### src/hdl/iobc_defs.svh
// Function
// - Pin control bit 7 set connects the auxiliary pin to the 5 V regulator.
// - Pin control bit 6 at 0 drives the open-drain pin low; 1 releases it.
// - Pin control bit 5 reads the sampled level of the general-purpose pin.
// - Pin control bit 2 set enters sleep; all protection comparators are disabled.
// - After sleep ends, voltage monitoring waits 1 ms for the reference to settle.
// - Pin control bits 1-0 connect each sensor return to converter ground.
// - Balance control bit n drives balance output n high; outputs default low.
// - Balance time register limits balance on-time from zero to 63 minutes.
// - A zero balance time limit keeps every balance output inactive.
// - Balance time bits 5-0 count seconds when bit 7 is 0, minutes when 1.
// - Writing 1 to trigger bit 0 starts a measurement; writing 0 starts nothing.
// - The start bit clears itself when the measurement begins and reads 0.
// - Each start measures the selected cells, temperatures and general input per setup.
`ifndef IOBC_DEFS_SVH
`define IOBC_DEFS_SVH

// ----------------------------------------------------------------------
// Register offsets
// ----------------------------------------------------------------------
`define IOBC_OFF_PIN_CONTROL 8'h31
`define IOBC_OFF_BAL_CONTROL 8'h32
`define IOBC_OFF_BAL_TIME 8'h33
`define IOBC_OFF_TRIGGER 8'h34

// ----------------------------------------------------------------------
// Field positions
// ----------------------------------------------------------------------
`define IOBC_PIN_AUX_BIT 7
`define IOBC_PIN_GPIO_OUT_BIT 6
`define IOBC_PIN_GPIO_IN_BIT 5
`define IOBC_PIN_SLEEP_BIT 2
`define IOBC_PIN_RETURN_MSB 1
`define IOBC_PIN_RETURN_LSB 0
`define IOBC_BAL_BITS_MSB 5
`define IOBC_TIME_UNIT_BIT 7
`define IOBC_TIME_FIELD_MSB 5
`define IOBC_TRIG_START_BIT 0
`define IOBC_SETUP_CELL_MSB 2
`define IOBC_SETUP_GPAI_BIT 3
`define IOBC_SETUP_TS_LSB 4
`define IOBC_SETUP_TS_MSB 5

// ----------------------------------------------------------------------
// Reset values and masks
// ----------------------------------------------------------------------
`define IOBC_PIN_CONTROL_RESET 8'h40
`define IOBC_PIN_CONTROL_WMASK 8'hc7
`define IOBC_BAL_CONTROL_RESET 8'h00
`define IOBC_BAL_CONTROL_WMASK 8'h3f
`define IOBC_BAL_TIME_RESET 8'h00
`define IOBC_BAL_TIME_WMASK 8'hbf
`define IOBC_READ_ZERO 8'h00

// ----------------------------------------------------------------------
// Timing
// ----------------------------------------------------------------------
`define IOBC_CLK_MHZ 250
`define IOBC_SETTLE_TIME_US 1000
`define IOBC_SETTLE_CYCLES (`IOBC_SETTLE_TIME_US * `IOBC_CLK_MHZ)
`define IOBC_SECOND_TIME_US 1000000
`define IOBC_SECOND_CYCLES (`IOBC_SECOND_TIME_US * `IOBC_CLK_MHZ)
`define IOBC_MINUTE_LAST_SECOND 6'h3b

`endif

### src/hdl/iobc_pkg.sv
package iobc_pkg;

   typedef logic [7:0] iobc_byte_type;

   typedef enum logic [1:0] {
      IOBC_BAL_IDLE,
      IOBC_BAL_RUN,
      IOBC_BAL_EXPIRED
   } iobc_bal_state_type;

endpackage

### src/hdl/iobc_pin_sync.sv
`timescale 1ns/10ps

module iobc_pin_sync #(
   parameter logic RESET_LEVEL = 1'b1
) (
   // Clock and reset.
   input wire logic core_clk,
   input wire logic rst_n,
   // Asynchronous pin level and its filtered copy.
   input wire logic pin_in,
   output logic level
);

   logic stage1;
   logic stage2;
   logic stage3;

   // The level follows only once the second and third stages agree.
   always_ff @(posedge core_clk or negedge rst_n) begin
      if (!rst_n) begin
         stage1 <= RESET_LEVEL;
         stage2 <= RESET_LEVEL;
         stage3 <= RESET_LEVEL;
         level <= RESET_LEVEL;
      end else begin
         stage1 <= pin_in;
         stage2 <= stage1;
         stage3 <= stage2;
         if (stage2 == stage3) begin
            level <= stage3;
         end
      end
   end

endmodule

### src/hdl/iobc_regs.sv
`timescale 1ns/10ps
`include "iobc_defs.svh"

module iobc_regs #(
   parameter int SETTLE_CYCLES = `IOBC_SETTLE_CYCLES,
   parameter int SECOND_CYCLES = `IOBC_SECOND_CYCLES
) (
   // Clock and reset.
   input wire logic core_clk,
   input wire logic rst_n,
   // Register port.
   input wire logic [7:0] reg_addr,
   input wire iobc_pkg::iobc_byte_type reg_wdata,
   input wire logic reg_wr,
   input wire logic reg_rd,
   output iobc_pkg::iobc_byte_type reg_rdata,
   // Auxiliary supply switch.
   output logic five_volt_regulator_out,
   // Open-drain general-purpose pin.
   input wire logic gpio_i,
   output logic gpio_o,
   output logic gpio_oe_n,
   // Protection comparator enables.
   output logic undervoltage_comparator_en,
   output logic overvoltage_comparator_en,
   output logic overtemp_comparator_en,
   output logic sleep_mode,
   // Temperature sensor return switches.
   output logic [1:0] sensor_return_switch,
   // Cell balance outputs.
   output logic [5:0] balance_output,
   // Measurement unit.
   input wire iobc_pkg::iobc_byte_type measure_setup,
   output logic measure_start,
   output logic [2:0] measure_cells,
   output logic [1:0] measure_temp,
   output logic measure_gpai
);
   import iobc_pkg::*;

   // ----------------------------------------------------------------------
   // Address decode
   // ----------------------------------------------------------------------
   wire logic sel_pin = reg_addr == `IOBC_OFF_PIN_CONTROL;
   wire logic sel_bal = reg_addr == `IOBC_OFF_BAL_CONTROL;
   wire logic sel_time = reg_addr == `IOBC_OFF_BAL_TIME;
   wire logic sel_trig = reg_addr == `IOBC_OFF_TRIGGER;
   wire logic wr_pin = reg_wr && sel_pin;
   wire logic wr_bal = reg_wr && sel_bal;
   wire logic wr_time = reg_wr && sel_time;
   wire logic wr_trig = reg_wr && sel_trig;

   iobc_byte_type pin_control;
   iobc_byte_type balance_output_control;
   iobc_byte_type balance_time_limit;
   logic gpio_level;

   // ----------------------------------------------------------------------
   // Control registers
   // ----------------------------------------------------------------------
   always_ff @(posedge core_clk or negedge rst_n) begin
      if (!rst_n) begin
         pin_control <= `IOBC_PIN_CONTROL_RESET;
         balance_output_control <= `IOBC_BAL_CONTROL_RESET;
         balance_time_limit <= `IOBC_BAL_TIME_RESET;
      end else begin
         if (wr_pin) begin
            pin_control <= reg_wdata & `IOBC_PIN_CONTROL_WMASK;
         end
         if (wr_bal) begin
            balance_output_control <= reg_wdata & `IOBC_BAL_CONTROL_WMASK;
         end
         if (wr_time) begin
            balance_time_limit <= reg_wdata & `IOBC_BAL_TIME_WMASK;
         end
      end
   end

   // ----------------------------------------------------------------------
   // Pin outputs
   // ----------------------------------------------------------------------
   wire logic sleep_req = pin_control[`IOBC_PIN_SLEEP_BIT];

   assign five_volt_regulator_out = pin_control[`IOBC_PIN_AUX_BIT];
   assign gpio_o = 1'b0;
   // The pin is driven low while the bit is 0 and released while it is 1.
   assign gpio_oe_n = pin_control[`IOBC_PIN_GPIO_OUT_BIT];
   assign sensor_return_switch = pin_control[`IOBC_PIN_RETURN_MSB:`IOBC_PIN_RETURN_LSB];
   assign sleep_mode = sleep_req;

   iobc_pin_sync #(
      .RESET_LEVEL(1'b1)
   ) u_gpio_sync (
      .core_clk(core_clk),
      .rst_n(rst_n),
      .pin_in(gpio_i),
      .level(gpio_level)
   );

   // ----------------------------------------------------------------------
   // Sleep and reference settling
   // ----------------------------------------------------------------------
   logic [31:0] settle_count;
   logic monitor_ready;

   wire logic settle_done = settle_count == 32'(SETTLE_CYCLES - 1);

   // Voltage monitoring comes back only after the full settling wait.
   always_ff @(posedge core_clk or negedge rst_n) begin
      if (!rst_n) begin
         settle_count <= 32'h0;
         monitor_ready <= 1'b0;
      end else if (sleep_req) begin
         settle_count <= 32'h0;
         monitor_ready <= 1'b0;
      end else if (!monitor_ready) begin
         settle_count <= settle_count + 32'h1;
         monitor_ready <= settle_done;
      end
   end

   assign undervoltage_comparator_en = monitor_ready && !sleep_req;
   assign overvoltage_comparator_en = monitor_ready && !sleep_req;
   assign overtemp_comparator_en = !sleep_req;

   // ----------------------------------------------------------------------
   // Balance timer
   // ----------------------------------------------------------------------
   iobc_bal_state_type bal_state;
   iobc_bal_state_type next_bal_state;
   logic [27:0] prescale;
   logic [5:0] minute_seconds;
   logic [5:0] unit_count;

   wire logic [5:0] limit_field = balance_time_limit[`IOBC_TIME_FIELD_MSB:0];
   wire logic unit_minutes = balance_time_limit[`IOBC_TIME_UNIT_BIT];
   wire logic bal_demand = (|balance_output_control) && (limit_field != 6'h0);
   wire logic bal_restart = wr_bal || wr_time;
   wire logic second_tick = prescale == 28'(SECOND_CYCLES - 1);
   wire logic minute_tick = second_tick && (minute_seconds == `IOBC_MINUTE_LAST_SECOND);
   wire logic unit_tick = unit_minutes ? minute_tick : second_tick;
   wire logic limit_hit = unit_tick && ((unit_count + 6'h1) == limit_field);
   wire logic count_clear = (bal_state != IOBC_BAL_RUN) || bal_restart;

   always_comb begin
      next_bal_state = bal_state;
      case (bal_state)
         IOBC_BAL_IDLE: begin
            if (bal_demand) begin
               next_bal_state = IOBC_BAL_RUN;
            end
         end
         IOBC_BAL_RUN: begin
            if (!bal_demand) begin
               next_bal_state = IOBC_BAL_IDLE;
            end else if (!bal_restart && limit_hit) begin
               next_bal_state = IOBC_BAL_EXPIRED;
            end
         end
         IOBC_BAL_EXPIRED: begin
            if (bal_restart) begin
               next_bal_state = IOBC_BAL_IDLE;
            end
         end
         default: begin
            next_bal_state = IOBC_BAL_IDLE;
         end
      endcase
   end

   always_ff @(posedge core_clk or negedge rst_n) begin
      if (!rst_n) begin
         bal_state <= IOBC_BAL_IDLE;
      end else begin
         bal_state <= next_bal_state;
      end
   end

   // A new command restarts the count from zero without dropping the outputs.
   always_ff @(posedge core_clk or negedge rst_n) begin
      if (!rst_n) begin
         prescale <= 28'h0;
         minute_seconds <= 6'h0;
         unit_count <= 6'h0;
      end else if (count_clear) begin
         prescale <= 28'h0;
         minute_seconds <= 6'h0;
         unit_count <= 6'h0;
      end else begin
         prescale <= second_tick ? 28'h0 : prescale + 28'h1;
         if (second_tick) begin
            minute_seconds <= minute_tick ? 6'h0 : minute_seconds + 6'h1;
         end
         if (unit_tick) begin
            unit_count <= unit_count + 6'h1;
         end
      end
   end

   // Outputs stay off in the cycle that enters expiry or loads a zero limit.
   // Otherwise a stale pattern would show for one cycle.
   wire logic zero_limit_wr = wr_time && (reg_wdata[`IOBC_TIME_FIELD_MSB:0] == 6'h0);
   wire logic bal_allowed = bal_demand
                            && (bal_state != IOBC_BAL_EXPIRED)
                            && (next_bal_state != IOBC_BAL_EXPIRED)
                            && !zero_limit_wr;
   wire logic [5:0] next_balance = bal_allowed ? balance_output_control[`IOBC_BAL_BITS_MSB:0]
                                               : 6'h0;

   always_ff @(posedge core_clk or negedge rst_n) begin
      if (!rst_n) begin
         balance_output <= 6'h0;
      end else begin
         balance_output <= next_balance;
      end
   end

   // ----------------------------------------------------------------------
   // Measurement start
   // ----------------------------------------------------------------------
   wire logic start_req = wr_trig && reg_wdata[`IOBC_TRIG_START_BIT];

   // The start bit is never stored, so it is gone as soon as the pulse is issued.
   always_ff @(posedge core_clk or negedge rst_n) begin
      if (!rst_n) begin
         measure_start <= 1'b0;
         measure_cells <= 3'h0;
         measure_temp <= 2'h0;
         measure_gpai <= 1'b0;
      end else begin
         measure_start <= start_req;
         if (start_req) begin
            measure_cells <= measure_setup[`IOBC_SETUP_CELL_MSB:0];
            measure_temp <= measure_setup[`IOBC_SETUP_TS_MSB:`IOBC_SETUP_TS_LSB];
            measure_gpai <= measure_setup[`IOBC_SETUP_GPAI_BIT];
         end
      end
   end

   // ----------------------------------------------------------------------
   // Read back
   // ----------------------------------------------------------------------
   iobc_byte_type pin_readback;
   iobc_byte_type next_rdata;

   always_comb begin
      pin_readback = pin_control;
      pin_readback[`IOBC_PIN_GPIO_IN_BIT] = gpio_level;
   end

   // The trigger register and unmapped offsets read as zero.
   assign next_rdata = sel_pin ? pin_readback :
                       sel_bal ? balance_output_control :
                       sel_time ? balance_time_limit :
                       `IOBC_READ_ZERO;

   always_ff @(posedge core_clk or negedge rst_n) begin
      if (!rst_n) begin
         reg_rdata <= `IOBC_READ_ZERO;
      end else if (reg_rd) begin
         reg_rdata <= next_rdata;
      end
   end

endmodule

### config.mk
export PLATFORM = sky130hd
export DESIGN_NAME = iobc_regs
export DESIGN_NICKNAME = d
export VERILOG_FILES = /design/src/hdl/iobc_pkg.sv /design/src/hdl/iobc_pin_sync.sv /design/src/hdl/iobc_regs.sv
export VERILOG_INCLUDE_DIRS = /design/src /design/src/hdl
export SDC_FILE = /design/constraint.sdc
export NUM_CORES = 1
export LEC_CHECK = 0
export BUFFER_PORTS_ARGS = -buffer_cell sky130_fd_sc_hd__buf_2
export CAP_MARGIN = 20
export CORE_UTILIZATION = 35
export CTS_CLUSTER_DIAMETER = 120
export DETAILED_ROUTE_END_ITERATION = 7
export SLEW_MARGIN = 10
export SYNTH_ARGS = -nofsm -noshare
export SYNTH_HDL_FRONTEND = slang
export SYNTH_HIERARCHICAL = 1
export SYNTH_SLANG_ARGS = --single-unit
### constraint.sdc
create_clock -name core_clk -period 6.8 [get_ports core_clk]
set_clock_uncertainty 0.1 [all_clocks]
set_input_delay 0 -clock core_clk [delete_from_list [all_inputs] [get_ports core_clk]]
set_output_delay 0 -clock core_clk [all_outputs]
set_load 0.05 [all_outputs]
# Word level (Yosys, flattened, before mapping)
# Index checks and enable logic that the tools add are counted.
classes:
  addsub: 4
  eq_ne: 15
  n_mux: 21
  reduce_logical: 25
ops:
  columns: ["op", "count"]
  rows:
  - ["$mux W32", 2]
  - ["$mux W28", 2]
  - ["$mux W6", 6]
  - ["$add A32 B1 Y32 const B", 1]
  - ["$eq A32 B18 Y1 const B", 1]
  - ["$eq A8 B6 Y1 const B", 4]
  - ["$add A28 B1 Y28 const B", 1]
  - ["$eq A28 B28 Y1 const B", 1]
  - ["$mux W8", 3]
  - ["$logic_and A1 B1 Y1", 14]
  - ["$add A6 B1 Y6 const B", 2]
  - ["$mux W2", 4]
  - ["$eq A6 B6 Y1", 1]
  - ["$eq A6 B6 Y1 const B", 1]
  - ["$logic_not A6 Y1", 1]
  - ["$ne A2 B2 Y1 const B", 3]
  - ["$pmux W2 S3", 1]
  - ["$reduce_bool A6 Y1", 1]
  - ["$reduce_or A6 Y1", 1]
  - ["$reduce_bool A2 Y1", 2]
  - ["$logic_not A1 Y1", 3]
  - ["$mux W1", 3]
  - ["$eq A2 B1 Y1 const B", 1]
  - ["$eq A2 B2 Y1 const B", 1]
  - ["other kinds (4)", 5]
word_totals:
  register_bits: 118
  inputBits: 29
  output_inout_bits: 30

# Logic depth before layout (Yosys ltp)
logic_depth:
  depth_word: 12
  ltp_mapped: 8
  ltp_nobuf: 6

# Modules after synthesis
# The synthesis kept the hierarchy.
by_module_without_submodules:
  columns: ["module", "instances", "cells_per_inst", "area_per_inst_um2"]
  rows:
  - ["iobc_regs", 1, 584, 5776.8]
  - ["iobc_pin_sync", 1, 5, 116.4]

# Worst setup path before layout
# Ideal clock, no wire load.
synth_path:
  path_kind: "register to register"
  startpoint: "register pin_control[2]"
  endpoint: "register settle_count[28]"
  t_arrival_ns: 2.366
  t_required_ns: 6.568
  path_slack_ns: 4.202
  stages_incl_launch_ff: 9
  n_path_buf: 3
  synth_period_minus_slack_ns: 2.598
  path_cell_list: "dfrtp_1 -> buf_2 -> nor2b_1 -> buf_2 -> or4_4 -> buf_6 -> nor4_1 -> xnor2_1 -> nor2_1"
synth_via:
  elab_chain_len: 1
  elab_cells_between_ends: 2
  classes_between: "1 x eq/ne; 1 x mux"
synth_rtl:
  columns: ["item", "line_no", "rtl"]
  rows:
  - ["start: declaration", "iobc_regs.sv:53", "iobc_byte_type pin_control;"]
  - ["start signal: assignment", "iobc_regs.sv:63", "pin_control <= `IOBC_PIN_CONTROL_RESET;"]
  - ["start signal: assignment", "iobc_regs.sv:68", "pin_control <= reg_wdata & `IOBC_PIN_CONTROL_WMASK;"]
  - ["$ne A2 B2 Y1 (no line) or $mux W32 (tied branches)", null, null]
  - ["end signal: assignment", "iobc_regs.sv:117", "settle_count <= settle_count + 32'h1;"]
  - ["end: declaration", "iobc_regs.sv:103", "logic [31:0] settle_count;"]
# Several ways; a longest one is shown, not always the timed one.
# A chain may end at the register's enable or synchronous reset.

# Final worst setup path
layout_path:
  startpoint: "register prescale[16]"
  endpoint: "register prescale[3]"
layout_via:
  elab_chain_len: 3
layout_rtl:
  columns: ["item", "line_no", "rtl"]
  rows:
  - ["start: declaration", "iobc_regs.sv:131", "logic [27:0] prescale;"]
  - ["start signal: assignment", "iobc_regs.sv:190", "prescale <= second_tick ? 28'h0 : prescale + 28'h1;"]
  - ["$eq A28 B28 Y1", "iobc_regs.sv:139", "wire logic second_tick = prescale == 28'(SECOND_CYCLES - 1);"]
  - ["$mux W28", "iobc_regs.sv:190", null]
  - ["$mux W28", "iobc_regs.sv:185", "end else if (count_clear) begin"]
# No other way between the ends.

==> reports/summary.md <==
The met3 usage is 0.0431, and the first-pass GRT wire length is 22.6 mm. Yosys mapped a number of flops with a built-in enable equal to 0. Setup repair after global routing left no endpoint under its margin. The layer flagged by global routing as most heavily used is met2.

For the minimum hold slack, the log shows 0.0217 ns. After detailed routing, the number of vias per cell comes to 5.11. After synthesis, the largest family of logic cells by area is simple AND/OR/NAND/NOR gates. The headroom to the max-slew limit was 0.293; the post-detailed-routing wire length was 13.0 mm. The post-synthesis mux area share was 0.0605.

The multi-input logic area is 2740 um2. TritonCTS built the clock tree. The logs give 59 for the total I/O pin count and 0 for the number of antenna violations at the first check in global routing. The worst register-to-register path ends at prescale[3]. The count of input and output buffers works out to 55.

Cell at the root of the clock tree: sky130_fd_sc_hd__clkbuf_16. The flow ran to the end, and the final reports show no timing, DRC or antenna violations. The number of cells on the worst reg-to-reg path is 5. The run gives 4694 as the via count of the first global-routing pass. The kind of launch point of the worst setup path was a flip-flop. Based on the critical path, the design can be clocked at up to 323 MHz. The number of antenna diodes in the final layout is 0. The number of non-filler instances in the completed layout was 906; the final count of negative-setup-slack endpoints was 0. The class of the most critical hold timing path was input port to flip-flop. The final worst-path cycle share was 0.456. The tools report the timing startpoint of the critical path as prescale[16]. The logs give 0.163 for the combined global-route utilization of all metal layers and 0 for the number of hold violations in the final report. The placed instances occupy a cell area of 6350 um2. At the worst endpoint, the required time is 6.95 ns. The top flip-flop cell by instance count after synthesis is sky130_fd_sc_hd__dfrtp_1. For the pin with the worst max-slew slack, the measured transition is 1.05 ns. The logs give 0.42 ns for the clock latency of the later-clocked register in the worst-skew pair and 7260 um2 for the final design area excluding fillers. Entering global routing, the biggest net connects 75 pins. Counting every instance in the synthesized netlist gives 589. The post-synthesis net count came out at 622. The worst setup path is captured at a flip-flop.

The number of instances in the placed design came out at 843. The number of library cell types mapped by synthesis was 53; the total of warnings raised by yosys was 6. The total clock buffers created by CTS was 17.

The worst path in the final design needs a cycle of 3.10 ns, including I/O delays and setup. The critical path is of the flip-flop to flip-flop type. Sequential cell area fraction in the yosys report: 0.502.

The fraction of the mapped netlist area in compound gates is 0.0580, and the number of DRC markers after the initial detailed-route iteration is 233. After layout, the worst setup slack is 3.70 ns. The tools report the worst setup path endpoint as prescale[3]. The met1 track demand over resource in global routing was 0.213; the max-slew violation total from the final report was 0. In this run the core area contains 47 standard-cell rows. The summed negative setup slack over all endpoints was 0 ns; the area of all sequential standard cells was 2960 um2.

The run gives 0 as the number of maximum-capacitance violations. Counting along the longest clock path gives a buffer depth of 2. The average instance in the mapped netlist occupies 10.0 um2.

The clock-pin slew of the registers on the worst-case setup and hold paths was 0.06 ns; the routability congestion estimate from global placement was 0.808. The highest net fanout along the worst path works out to 27. The worst register-to-register path begins at prescale[16].

The synthesized netlist occupies a cell area of 5890 um2. The xor and xnor area share after synthesis came out at 0.0877. Once detailed placement completed, the half-perimeter wirelength came to 8.55 mm. The tools report the total chip power as 1.79 mW. Before CTS, the worst setup slack after placement is 3.67 ns.

The run gives 17400 um2 as the die area. In this run the power density over the cells is 247 nW/um2. In the routed design, unresolved DRC markers number 0. The count of nets left with antenna violations once routing finished came out at 0.

In this run the vertical extent of the chip is 132 um. In the final design database the tool counted 706 nets. The leakage power of the design was 3.09 nW. Data on the critical path arrives at its endpoint at 3.25 ns. The share of synthesized cell area in and, or, nand and nor gates is 0.248, and the count of TritonRoute iterations in the first routing pass is 6.

The share of synthesized registers carrying an async set or reset was 1.00; the CTS H-tree depth was 4. The die is 132 um wide. VDD sags by at most 0.000230 V. The global routing met2 resource utilization is 0.262, and the worst setup slack for register-to-register paths is 3.70 ns. The total number of vias is 4632, and the post-synthesis to final-layout area growth is 23.3%. The tools report the initial core utilization as 0.357.

The tools report the leftover overflow at the end of global routing as 0. Adder-cell share of the synthesized area: 0.0104. The floorplan step defined a core boundary enclosing 16500 um2.

The post-synthesis register bit count came out at 118. The post-layout utilization of the core came out at 0.440. The tools report the fill cell instance count of the final layout as 1554. Average wire per standard cell: 14.4 um. The share of final-layout standard cells stronger than drive strength 1 is 0.192. Clock tree synthesis found a total of 118 sinks.
worst min path at each step:
stage                 endpoint  slack (ns)    from  cells after the start
2_1_floorplan     bal_state[0]       -0.40   rst_n                      0
3_3_place_gp   settle_count[3]       -0.07   rst_n                      1
3_5_place_dp   settle_count[6]       -0.06   rst_n                      1
4_1_cts         pin_control[2]       0.003  reg_wr                      3
5_1_grt         pin_control[2]        0.05  reg_wr                      3
6_report        pin_control[2]        0.02  reg_wr                      3
cells in the final DEF (no fill, tap or decap), types with 15 or more instances in the layout:
cell type	instances
sky130_fd_sc_hd__nor4_1	21
sky130_fd_sc_hd__clkbuf_16	17
sky130_fd_sc_hd__o21ai_0	20
sky130_fd_sc_hd__nand4_1	15
sky130_fd_sc_hd__nor3_1	24
sky130_fd_sc_hd__nand2_1	36
sky130_fd_sc_hd__dfrtp_1	113
sky130_fd_sc_hd__nand3_1	30
sky130_fd_sc_hd__inv_1	23
sky130_fd_sc_hd__buf_2	54
sky130_fd_sc_hd__a21oi_1	18
sky130_fd_sc_hd__mux2_2	29
sky130_fd_sc_hd__nor2_1	73
sky130_fd_sc_hd__dlygate4sd3_1	31
sky130_fd_sc_hd__xnor2_1	46
final cells by class:
type,instances,share of cell area
multi-input cells,425,0.377
repair buffers,88,0.0830
clock inverters,13,0.0203
flip-flops and latches,118,0.407
clock buffers,19,0.0623
inverters,23,0.0119
well taps,220,0.0379
cell families after synthesis:
logic type      Yosys count
simple gates            271
fa+ha+maj                 5
other cells               1
flops                   118
buf+inv                  46
mux                      32
xor+xnor                 59
compound gates           57
cell usage after synthesis, drive strengths merged (11+ instances only):
| cell | count | area share |
|---|---|---|
| a21oi | 18 | 0.015 |
| buf | 11 | 0.011 |
| clkbuf | 12 | 0.0076 |
| dfrtp | 113 | 0.48 |
| inv | 23 | 0.015 |
| mux2 | 29 | 0.055 |
| nand2 | 36 | 0.023 |
| nand3 | 30 | 0.025 |
| nand4 | 15 | 0.016 |
| nor2 | 73 | 0.046 |
| nor3 | 25 | 0.022 |
| nor4 | 22 | 0.024 |
| o21ai | 20 | 0.017 |
| xnor2 | 46 | 0.068 |
| xor2 | 13 | 0.019 |
flip-flops by register name, indices dropped and copies added, names as in the netlist, 6 cells and up:
signal / cells
balance_time_limit: 7
unit_count: 6
balance_output_control: 6
minute_seconds: 6
settle_count: 32
balance_output: 6
prescale: 28
reg_rdata: 8
power breakdown:
part	internal [mW]	leakage, nW	total (mW)	switching, mW
Combinational	0.0563	1.19	0.138	0.0817
Sequential	0.732	1.62	0.760	0.0285
Clock	0.561	0.282	0.893	0.332
metal layers:
layer	vias to the layer above	routed length (um)
li1	2263	-
met1	2265	6100
met2	91	6220
met3	13	520
met4	0	160
met5	-	0
repair_timing:
item                                    4_1_cts  5_1_grt
setup buffers                                 0        0
resized for setup                             0        0
hold buffers                                 31        0
endpoints found under the setup margin        0        0
endpoints found under the hold margin        79        0
worst max-delay path, stage by stage, from the launching register on:
cell and delay [ns]:
sky130_fd_sc_hd__dfrtp_1 0.45, sky130_fd_sc_hd__or4b_1 0.55, sky130_fd_sc_hd__nor3_2 0.16, sky130_fd_sc_hd__nand4_1 0.60
sky130_fd_sc_hd__or2b_1 0.94, sky130_fd_sc_hd__nor2_1 0.12
No activity file was read; power rests on OpenSTA's default activity.
